$ cat src/rtl/mdst_defines.svh
`ifndef MDST_DEFINES_SVH
`define MDST_DEFINES_SVH

// register offsets
`define MDST_OFF_DCLK_POL 8'h02
`define MDST_OFF_TIMING_CHK 8'h03
`define MDST_OFF_DLY_SOUT 8'h04
`define MDST_OFF_SIN_RATE 8'h05
`define MDST_OFF_SIN_DLY 8'h06
`define MDST_OFF_ROLES 8'h07
`define MDST_OFF_IRQ_STAT 8'h19

// field positions
`define MDST_DCLK_INV_BIT 2
`define MDST_DCLK_DLY_OFF_BIT 4
`define MDST_TOL_LSB 0
`define MDST_CHK_MODE_LSB 6
`define MDST_SOUT_RATE_LSB 1
`define MDST_DCLK_DLY_LSB 4
`define MDST_SIN_RATE_LSB 1
`define MDST_SIN_DLY_LSB 0
`define MDST_MASTER_BIT 6
`define MDST_SLAVE_BIT 7
`define MDST_IRQ_DATA_BIT 5
`define MDST_IRQ_SYNC_BIT 6

// reset values
`define MDST_RST_CTRL 8'h00
`define MDST_RST_SIN_RATE 8'h00
`define MDST_RST_STAT 8'h00

// codes and timing counts
`define MDST_CHK_DISABLED 2'b00
`define MDST_INT_SYNC_LAST 5'h1F
`define MDST_DCLK_TAPS 16

`endif

$ cat src/rtl/mdst_pkg.sv
package mdst_pkg;
  // interpolation factor: 1, 2, 4 or 8 converter cycles per input sample
  typedef enum logic [1:0] {
    MDST_INTERP_1,
    MDST_INTERP_2,
    MDST_INTERP_4,
    MDST_INTERP_8
  } mdst_interp_t;

  typedef enum logic {
    MDST_RX_HUNT,
    MDST_RX_LOCKED
  } mdst_rx_state_t;
endpackage : mdst_pkg

$ cat src/rtl/mdst_ctl_if.sv
`timescale 1ns/1ps
interface mdst_ctl_if;
  logic dclk_inv;
  logic dclk_dly_off;
  logic [3:0] tolerance;
  logic [1:0] chk_mode;
  logic [3:0] dclk_dly;
  logic [2:0] sout_rate;
  logic [2:0] sin_rate;
  logic [3:0] sync_dly;
  logic master_en;
  logic slave_en;
  logic sync_err_set;
  logic data_err_set;

  modport regs (
    output dclk_inv, dclk_dly_off, tolerance, chk_mode, dclk_dly,
    output sout_rate, sin_rate, sync_dly, master_en, slave_en,
    input sync_err_set, data_err_set
  );
  modport core (
    input dclk_inv, dclk_dly_off, tolerance, chk_mode, dclk_dly,
    input sout_rate, sin_rate, sync_dly, master_en, slave_en,
    output sync_err_set, data_err_set
  );
endinterface : mdst_ctl_if

$ cat src/rtl/mdst_regs.sv
`timescale 1ns/1ps
`include "mdst_defines.svh"
module mdst_regs (
  // clock and reset
  input wire logic clk,
  input wire logic reset_n,
  // register port
  input wire logic [7:0] reg_addr,
  input wire logic [7:0] reg_wdata,
  input wire logic reg_write,
  input wire logic reg_read,
  output logic [7:0] reg_rdata,
  // toward the timing core
  mdst_ctl_if.regs ctl
);
  logic [7:0] pol_reg, chk_reg, dly_sout_reg, sin_rate_reg, sin_dly_reg, roles_reg, stat_reg;
  logic [7:0] next_stat;
  logic [7:0] stat_set;
  logic [7:0] stat_clr;
  logic [7:0] rd_mux;

  wire wr_stat = reg_write && (reg_addr == `MDST_OFF_IRQ_STAT);

  assign stat_set = {1'b0, ctl.sync_err_set, ctl.data_err_set, 5'h00};
  // write one to clear; a flag raised in the clearing cycle survives
  assign stat_clr = wr_stat ? reg_wdata : 8'h00;
  assign next_stat = (stat_reg & ~stat_clr) | stat_set;

  assign rd_mux = (reg_addr == `MDST_OFF_DCLK_POL) ? pol_reg :
                  (reg_addr == `MDST_OFF_TIMING_CHK) ? chk_reg :
                  (reg_addr == `MDST_OFF_DLY_SOUT) ? dly_sout_reg :
                  (reg_addr == `MDST_OFF_SIN_RATE) ? sin_rate_reg :
                  (reg_addr == `MDST_OFF_SIN_DLY) ? sin_dly_reg :
                  (reg_addr == `MDST_OFF_ROLES) ? roles_reg :
                  (reg_addr == `MDST_OFF_IRQ_STAT) ? stat_reg : 8'h00;

  assign ctl.dclk_inv = pol_reg[`MDST_DCLK_INV_BIT];
  assign ctl.dclk_dly_off = pol_reg[`MDST_DCLK_DLY_OFF_BIT];
  assign ctl.tolerance = chk_reg[`MDST_TOL_LSB +: 4];
  assign ctl.chk_mode = chk_reg[`MDST_CHK_MODE_LSB +: 2];
  assign ctl.sout_rate = dly_sout_reg[`MDST_SOUT_RATE_LSB +: 3];
  assign ctl.dclk_dly = dly_sout_reg[`MDST_DCLK_DLY_LSB +: 4];
  assign ctl.sin_rate = sin_rate_reg[`MDST_SIN_RATE_LSB +: 3];
  assign ctl.sync_dly = sin_dly_reg[`MDST_SIN_DLY_LSB +: 4];
  assign ctl.master_en = roles_reg[`MDST_MASTER_BIT];
  assign ctl.slave_en = roles_reg[`MDST_SLAVE_BIT];

  always_ff @(posedge clk or negedge reset_n) begin
    if (!reset_n) begin
      pol_reg <= `MDST_RST_CTRL;
      chk_reg <= `MDST_RST_CTRL;
      dly_sout_reg <= `MDST_RST_CTRL;
      sin_rate_reg <= `MDST_RST_SIN_RATE;
      sin_dly_reg <= `MDST_RST_CTRL;
      roles_reg <= `MDST_RST_CTRL;
    end else if (reg_write) begin
      if (reg_addr == `MDST_OFF_DCLK_POL) pol_reg <= reg_wdata;
      if (reg_addr == `MDST_OFF_TIMING_CHK) chk_reg <= reg_wdata;
      if (reg_addr == `MDST_OFF_DLY_SOUT) dly_sout_reg <= reg_wdata;
      if (reg_addr == `MDST_OFF_SIN_RATE) sin_rate_reg <= reg_wdata;
      if (reg_addr == `MDST_OFF_SIN_DLY) sin_dly_reg <= reg_wdata;
      if (reg_addr == `MDST_OFF_ROLES) roles_reg <= reg_wdata;
    end
  end

  always_ff @(posedge clk or negedge reset_n) begin
    if (!reset_n) begin
      stat_reg <= `MDST_RST_STAT;
      reg_rdata <= 8'h00;
    end else begin
      stat_reg <= next_stat;
      reg_rdata <= reg_read ? rd_mux : reg_rdata;
    end
  end
endmodule : mdst_regs

$ cat src/rtl/mdst_sync_timing.sv
// What this block does
// - sync driver enable bit makes the device master, driving sync output pair.
// - sync receiver enable bit makes the device accept the sync input.
// - master sync output rate is sample clock over a field-selected integer.
// - three-bit field tells the receiver the incoming sync rate, 32 down to 2.
// - incoming sync sampled on sample clock gives internal sync every 32 cycles.
// - surplus faster sync pulses are discarded, one kept per internal period.
// - per-input-sample clock is sample clock over interpolation, phased by sync.
// - four-bit sync delay offsets sample clock alignment from internal sync.
// - sync timing errors are detected and latched as a status flag.
// - timing check mode 00 turns off input data timing error checking.
// - four-bit data clock delay shifts the data clock output.
`timescale 1ns/1ps
`include "mdst_defines.svh"
module mdst_sync_timing (
  // converter sample clock and reset
  input wire logic clk,
  input wire logic reset_n,
  // register port
  input wire logic [7:0] reg_addr,
  input wire logic [7:0] reg_wdata,
  input wire logic reg_write,
  input wire logic reg_read,
  output logic [7:0] reg_rdata,
  // datapath configuration
  input wire mdst_pkg::mdst_interp_t interp_sel,
  // data timing monitor, same clock
  input wire logic data_timing_err,
  // sync input pin (differential receiver outside)
  input wire logic sync_in,
  // sync output pair
  output logic sync_out_p,
  output logic sync_out_n,
  output logic sync_out_en,
  // derived clocks and events
  output logic input_sample_clock,
  output logic input_sample_tick,
  output logic data_clock_output,
  output logic internal_sync,
  output logic sync_locked
);
  import mdst_pkg::*;

  mdst_ctl_if ctl ();

  mdst_regs u_regs (
    .clk(clk),
    .reset_n(reset_n),
    .reg_addr(reg_addr),
    .reg_wdata(reg_wdata),
    .reg_write(reg_write),
    .reg_read(reg_read),
    .reg_rdata(reg_rdata),
    .ctl(ctl.regs)
  );

  // period mask for a rate code: 000 is /32 down to 100 is /2
  function automatic logic [4:0] rate_mask(input logic [2:0] code);
    logic [4:0] m;
    m = 5'h1F;
    case (code)
      3'h0: m = 5'h1F;
      3'h1: m = 5'h0F;
      3'h2: m = 5'h07;
      3'h3: m = 5'h03;
      3'h4: m = 5'h01;
      // undefined codes fall back to the slowest rate
      default: m = 5'h1F;
    endcase
    return m;
  endfunction : rate_mask

  // sync receiver: two-flop synchroniser, edge detect and 32-cycle period
  logic sync_meta;
  logic sync_s;
  logic sync_prev;

  always_ff @(posedge clk or negedge reset_n) begin
    if (!reset_n) begin
      sync_meta <= 1'b0;
      sync_s <= 1'b0;
      sync_prev <= 1'b0;
    end else begin
      sync_meta <= sync_in;
      sync_s <= sync_meta;
      sync_prev <= sync_s;
    end
  end

  // the master must also hear its own looped-back pulse
  wire rx_on = ctl.slave_en | ctl.master_en;
  // a one-cycle-high pulse still shows as exactly one rising edge
  wire rx_edge = rx_on & sync_s & ~sync_prev;

  mdst_rx_state_t rx_state;
  mdst_rx_state_t next_rx_state;
  logic [4:0] sync_cnt;
  logic [4:0] next_sync_cnt;
  logic next_internal_sync;

  wire [4:0] in_mask = rate_mask(ctl.sin_rate);
  // an edge arrives while sync_cnt still shows the cycle before the wrap,
  // so the expected-edge test looks one count ahead
  wire [4:0] phase_ahead = 5'(sync_cnt + 5'h01);
  wire edge_due = (phase_ahead & in_mask) == 5'h00;
  wire locked = (rx_state == MDST_RX_LOCKED);

  always_comb begin
    next_rx_state = rx_state;
    next_sync_cnt = sync_cnt;
    next_internal_sync = 1'b0;
    case (rx_state)
      MDST_RX_HUNT: begin
        if (rx_edge) begin
          next_rx_state = MDST_RX_LOCKED;
          next_sync_cnt = 5'h00;
          next_internal_sync = 1'b1;
        end
      end
      MDST_RX_LOCKED: begin
        // free-running 32-cycle period; extra edges only feed the checker
        next_sync_cnt = phase_ahead;
        next_internal_sync = (sync_cnt == `MDST_INT_SYNC_LAST);
        if (!rx_on) begin
          next_rx_state = MDST_RX_HUNT;
          next_internal_sync = 1'b0;
        end
      end
      default: begin
        next_rx_state = MDST_RX_HUNT;
        next_sync_cnt = 5'h00;
      end
    endcase
  end

  always_ff @(posedge clk or negedge reset_n) begin
    if (!reset_n) begin
      rx_state <= MDST_RX_HUNT;
      sync_cnt <= 5'h00;
      internal_sync <= 1'b0;
    end else begin
      rx_state <= next_rx_state;
      sync_cnt <= next_sync_cnt;
      internal_sync <= next_internal_sync;
    end
  end

  // lock holds while either enable stays set; clearing both sends the receiver hunting
  assign sync_locked = locked;

  // an edge off its expected phase, or a missing one, is a timing error
  assign ctl.sync_err_set = rx_on & locked & (rx_edge ^ edge_due);

  // sync delay and per-input-sample divider
  logic dly_armed;
  logic [3:0] dly_cnt;

  // a new internal sync re-arms the delay; a delay of 15 still ends before the next sync
  wire dly_zero = (ctl.sync_dly == 4'h0);
  wire restart = (internal_sync & dly_zero) | (dly_armed & (dly_cnt == 4'h0));

  always_ff @(posedge clk or negedge reset_n) begin
    if (!reset_n) begin
      dly_armed <= 1'b0;
      dly_cnt <= 4'h0;
    end else if (internal_sync && !dly_zero) begin
      dly_armed <= 1'b1;
      dly_cnt <= 4'(ctl.sync_dly - 4'h1);
    end else if (dly_armed) begin
      dly_armed <= (dly_cnt != 4'h0);
      dly_cnt <= 4'(dly_cnt - 4'h1);
    end
  end

  // the divider free-runs between syncs, so it keeps its phase if sync stops
  logic [2:0] smp_cnt;
  logic [2:0] next_smp_cnt;
  logic [2:0] smp_last;
  logic [2:0] smp_half;

  always_comb begin
    smp_last = 3'h0;
    smp_half = 3'h1;
    case (interp_sel)
      MDST_INTERP_1: begin
        smp_last = 3'h0;
        smp_half = 3'h1;
      end
      MDST_INTERP_2: begin
        smp_last = 3'h1;
        smp_half = 3'h1;
      end
      MDST_INTERP_4: begin
        smp_last = 3'h3;
        smp_half = 3'h2;
      end
      MDST_INTERP_8: begin
        smp_last = 3'h7;
        smp_half = 3'h4;
      end
      default: begin
        smp_last = 3'h0;
        smp_half = 3'h1;
      end
    endcase
  end

  // restart puts every synchronized device on phase zero together
  assign next_smp_cnt = restart ? 3'h0 :
                        (smp_cnt >= smp_last) ? 3'h0 : 3'(smp_cnt + 3'h1);
  wire next_smp_clk = (next_smp_cnt < smp_half);

  always_ff @(posedge clk or negedge reset_n) begin
    if (!reset_n) begin
      smp_cnt <= 3'h0;
      input_sample_clock <= 1'b0;
      input_sample_tick <= 1'b0;
    end else begin
      smp_cnt <= next_smp_cnt;
      input_sample_clock <= next_smp_clk;
      input_sample_tick <= (next_smp_cnt == 3'h0);
    end
  end

  // data clock output
  // delay is in whole converter cycles here; finer steps need an analog line
  logic [`MDST_DCLK_TAPS-1:0] dclk_pipe;

  always_ff @(posedge clk or negedge reset_n) begin
    if (!reset_n) begin
      dclk_pipe <= '0;
    end else begin
      dclk_pipe <= {dclk_pipe[`MDST_DCLK_TAPS-2:0], next_smp_clk};
    end
  end

  // a change of tap may cut one data clock phase short; retune while data is idle
  wire dclk_tap = ctl.dclk_dly_off ? next_smp_clk : dclk_pipe[ctl.dclk_dly];

  always_ff @(posedge clk or negedge reset_n) begin
    if (!reset_n) begin
      data_clock_output <= 1'b0;
    end else begin
      data_clock_output <= dclk_tap ^ ctl.dclk_inv;
    end
  end

  // sync output, driven only as master
  // leaving master mode clears the counter, so a new master starts at phase zero
  logic [4:0] sout_cnt;

  wire [4:0] out_mask = rate_mask(ctl.sout_rate);
  wire [4:0] sout_phase = sout_cnt & out_mask;
  wire sout_high = (sout_phase <= (out_mask >> 1));

  always_ff @(posedge clk or negedge reset_n) begin
    if (!reset_n) begin
      sout_cnt <= 5'h00;
    end else if (!ctl.master_en) begin
      sout_cnt <= 5'h00;
    end else begin
      sout_cnt <= 5'(sout_cnt + 5'h01);
    end
  end

  always_ff @(posedge clk or negedge reset_n) begin
    if (!reset_n) begin
      sync_out_p <= 1'b0;
      sync_out_n <= 1'b0;
      sync_out_en <= 1'b0;
    end else begin
      sync_out_en <= ctl.master_en;
      sync_out_p <= ctl.master_en & sout_high;
      sync_out_n <= ctl.master_en & ~sout_high;
    end
  end

  // input data timing check
  // tolerance counts consecutive bad samples let through before flagging
  logic [3:0] err_run;

  wire chk_on = (ctl.chk_mode != `MDST_CHK_DISABLED);
  wire run_full = (err_run == ctl.tolerance);

  always_ff @(posedge clk or negedge reset_n) begin
    if (!reset_n) begin
      err_run <= 4'h0;
    end else if (!chk_on || !data_timing_err) begin
      err_run <= 4'h0;
    end else if (!run_full) begin
      err_run <= 4'(err_run + 4'h1);
    end
  end

  // a saturated run flags again on every further bad sample
  assign ctl.data_err_set = chk_on & data_timing_err & run_full;

endmodule : mdst_sync_timing

$ cat config.mk
export PLATFORM = sky130hd
export DESIGN_NAME = mdst_sync_timing
export DESIGN_NICKNAME = d
export VERILOG_FILES = /design/src/rtl/mdst_pkg.sv /design/src/rtl/mdst_ctl_if.sv /design/src/rtl/mdst_regs.sv /design/src/rtl/mdst_sync_timing.sv
export VERILOG_INCLUDE_DIRS = /design/src /design/src/rtl
export SDC_FILE = /design/constraint.sdc
export NUM_CORES = 1
export LEC_CHECK = 0
export ABC_AREA = 1
export BUFFER_PORTS_ARGS = -buffer_cell sky130_fd_sc_hd__clkbuf_2
export CORE_AREA = 2 2 113 115
export DETAILED_ROUTE_END_ITERATION = 6
export DIE_AREA = 0 0 115 117
export SYNTH_ARGS = -nofsm -noshare
export SYNTH_HDL_FRONTEND = slang
export SYNTH_SLANG_ARGS = --single-unit
export TNS_END_PERCENT = 20
$ cat constraint.sdc
create_clock -name clk -period 2.85 [get_ports clk]
set_input_delay 0.1425 -clock clk [delete_from_list [all_inputs] [get_ports clk]]
set_output_delay 0.1425 -clock clk [all_outputs]
set_load 0.01 [all_outputs]
==> metrics <==
share of cells above drive strength 1=13.1%; Arr. time, crit path=2.41 ns; Syn Inst Count=627; reg2reg path depth=11; Post-Syn Area=0.00539 mm2; fin crit period=2.16 ns; post-route core utilization=49.5%; setup TNS=0 ns; WHS Path Cells=3; CTS tree=yes; CTS Hold Bufs=7; post-detail-place hpwl=8450 um; fin crit share=75.9%; CTS Buf Count=9; Synth area leader=dfrtp_1; pwr dens=627 mW/mm2; I/O pins=40; Detail Route Antenna Nets=0; final-stage net count=713; detailed-route DRC error count=0; H-tree levels=3; total power draw=0.00382 W; Least-Margin Pin Slew=0.794 ns; Resize count post-CTS=0; via count=4,217; die width=115 um; number of library cell types mapped by synthesis=36; clock buffer depth=2; Starting Density=43.8%; endpoints failing setup=0; worst min path class=in2reg; Max Cap Violations=0; post-DR vias/cell=5.08; ys async rst share=100%; storage element area=0.00280 mm2; Ant. Diodes=0; Tot GR Track Use=19.3%; DP Worst Slack=0.697 ns; initial antenna violation count=0; syn avg cell area=8.59 um2; WS Path Type=reg2reg; Synth Warn #=0; Post-CTS Setup Bufs=0; Seq cells post-synth=112; number of flip-flops under the largest register name=16; largest cells by area after synthesis=dfrtp_1 (52%), nand2_1 (11%), inv_1 (5.2%); CTS root buf=clkbuf_16; critical path endpoint category=flop; first-pass GRT wire length=20,200 um; Peak VDD IR=0.294 mV; vias in the first global route=4,075; number of core rows=41; clk sinks=112; setup ws final=0.687 ns; Die Ht=117 um; pins over their slew limit=0; Synth Flop Type=dfrtp_1; footprint of the multi-input gates=0.00223 mm2; Hold WS=0.150 ns; CORE AREA=0.0123 mm2; Port Buffers=39; register area share after synthesis=52.0%; leakage=3.03 nW; Area growth, synth to finish=13.2%; Largest Register=dclk_pipe; routed length per placed instance=14.3 um; Post-synth EDFFs=0; latest clock arrival within the worst-skew pair=0.35 ns; Fmax=462 MHz; syn nets=665; routability cong.=0.833; Setup crit start kind=flop; final WL=11,900 um; clock slew at reported path FFs=0.07 ns; post-synth top area share=52.0%; DRT Pass-1 Iters=5; die area=0.0135 mm2; critical-path maximum fanout=3; RSZ-0062 raised after global routing=false; Rel. slew slack=46.9%; status=completed; total gr overflow=0; Iteration-0 DRC Markers=248; Fill cells=1,163; pin count of the biggest net entering global routing=61; final hold viol count=0; Max Clock Skew=0.00649 ns; WP data required=3.10 ns
-- power by group --
group	leakage (nW)	switching (W)	total (W)	internal (W)
clock network	0.150	0.000553	0.00128	0.000728
registers	1.46	0.000138	0.00194	0.00181
logic	1.42	0.000365	0.000598	0.000233
-- synth_stat cells, drive strengths merged (2+ instances only) --
| master | count |
|---|---|
| a21boi | 3 |
| a21oi | 35 |
| buf | 7 |
| clkbuf | 3 |
| dfrtp | 112 |
| ha | 14 |
| inv | 78 |
| nand2 | 163 |
| nand3 | 44 |
| nand4 | 13 |
| nor2 | 48 |
| nor3 | 8 |
| o211ai | 2 |
| o21a | 3 |
| o21ai | 73 |
| or2 | 4 |
| xnor2 | 3 |
| xor2 | 8 |
-- per-stage QoR --
step	cell area, um2	instances
final	6100	830
after global routing	6100	830
after CTS	6100	830
after detailed placement	5730	807
after global placement	5730	807
after floorplan	5390	627
-- path summary, 6_finish.rpt --
| kind | endpoint | slack (ns) | startpoint |
|---|---|---|---|
| max | data_clock_output | 0.69 | smp_cnt[2] |
| min | err_run[3] | 0.15 | data_timing_err |
| max reg2reg | data_clock_output | 0.69 | smp_cnt[2] |
| min reg2reg | sync_s | 0.35 | sync_meta |
| max in group asynchronous | u_regs.sin_rate_reg[3] | 1.72 | reset_n |
| min in group asynchronous | dclk_pipe[3] | 0.38 | reset_n |
-- per-layer routing --
| metal | part of all wire [%] | GRT usage, % | wire length (um) |
|---|---|---|---|
| met1 | 49 | 26.5 | 5780 |
| met2 | 46 | 30.6 | 5460 |
| met3 | 3.5 | 3.96 | 414 |
| met4 | 2.1 | 6.91 | 246 |
| met5 | 0 | 0 | 0 |
-- final cells by class --
| class | instances | area share [%] |
|---|---|---|
| clock inverter | 3 | 0.657 |
| tap | 150 | 3.08 |
| multi-input combinational | 427 | 36.5 |
| clock buffer | 13 | 4.27 |
| sequential | 112 | 46.0 |
| inverter | 78 | 4.80 |
| timing repair buffer | 47 | 4.72 |
-- logic make-up after synthesis --
family,Yosys count,synth area share [%]
and+or+nand+nor,283,23.8
AOI/OAI and AO/OA,119,12.5
DFF,112,52.0
buffers and inverters,88,6.64
adders and majority gates,14,3.25
xor gates and xnor gates,11,1.79
-- cell usage in the layout, fill, tap and decap left out, types with 2 or more instances in the layout --
master	instances
nand3_1	42
nand4_1	13
inv_1	75
xnor2_1	3
nor3_4	3
o21a_1	3
xor2_1	8
clkbuf_8	2
o21ai_1	17
o211ai_1	2
ha_1	14
clkbuf_16	9
nand2_2	4
inv_2	3
clkinv_2	2
dlygate4sd3_1	7
or2_2	2
a21oi_1	35
a21boi_0	3
nor3_1	4
dfrtp_1	112
or2_4	2
nand2_1	157
o21ai_2	13
nor2_1	46
clkbuf_1	2
nor2_2	2
clkbuf_2	38
nand2_4	2
o21ai_0	43
-- critical path, stage by stage, from the launching register on --
cell and delay [ns]:
dfrtp_1 0.41, ha_1 0.34, a21oi_1 0.20, nand3_1 0.09, inv_1 0.07, nand2_1 0.05, nor2_1 0.17, ha_1 0.28
a21oi_1 0.19, nand3_1 0.12, nand3_1 0.08, nand2_1 0.06
(Power assumes the default switching activity.)
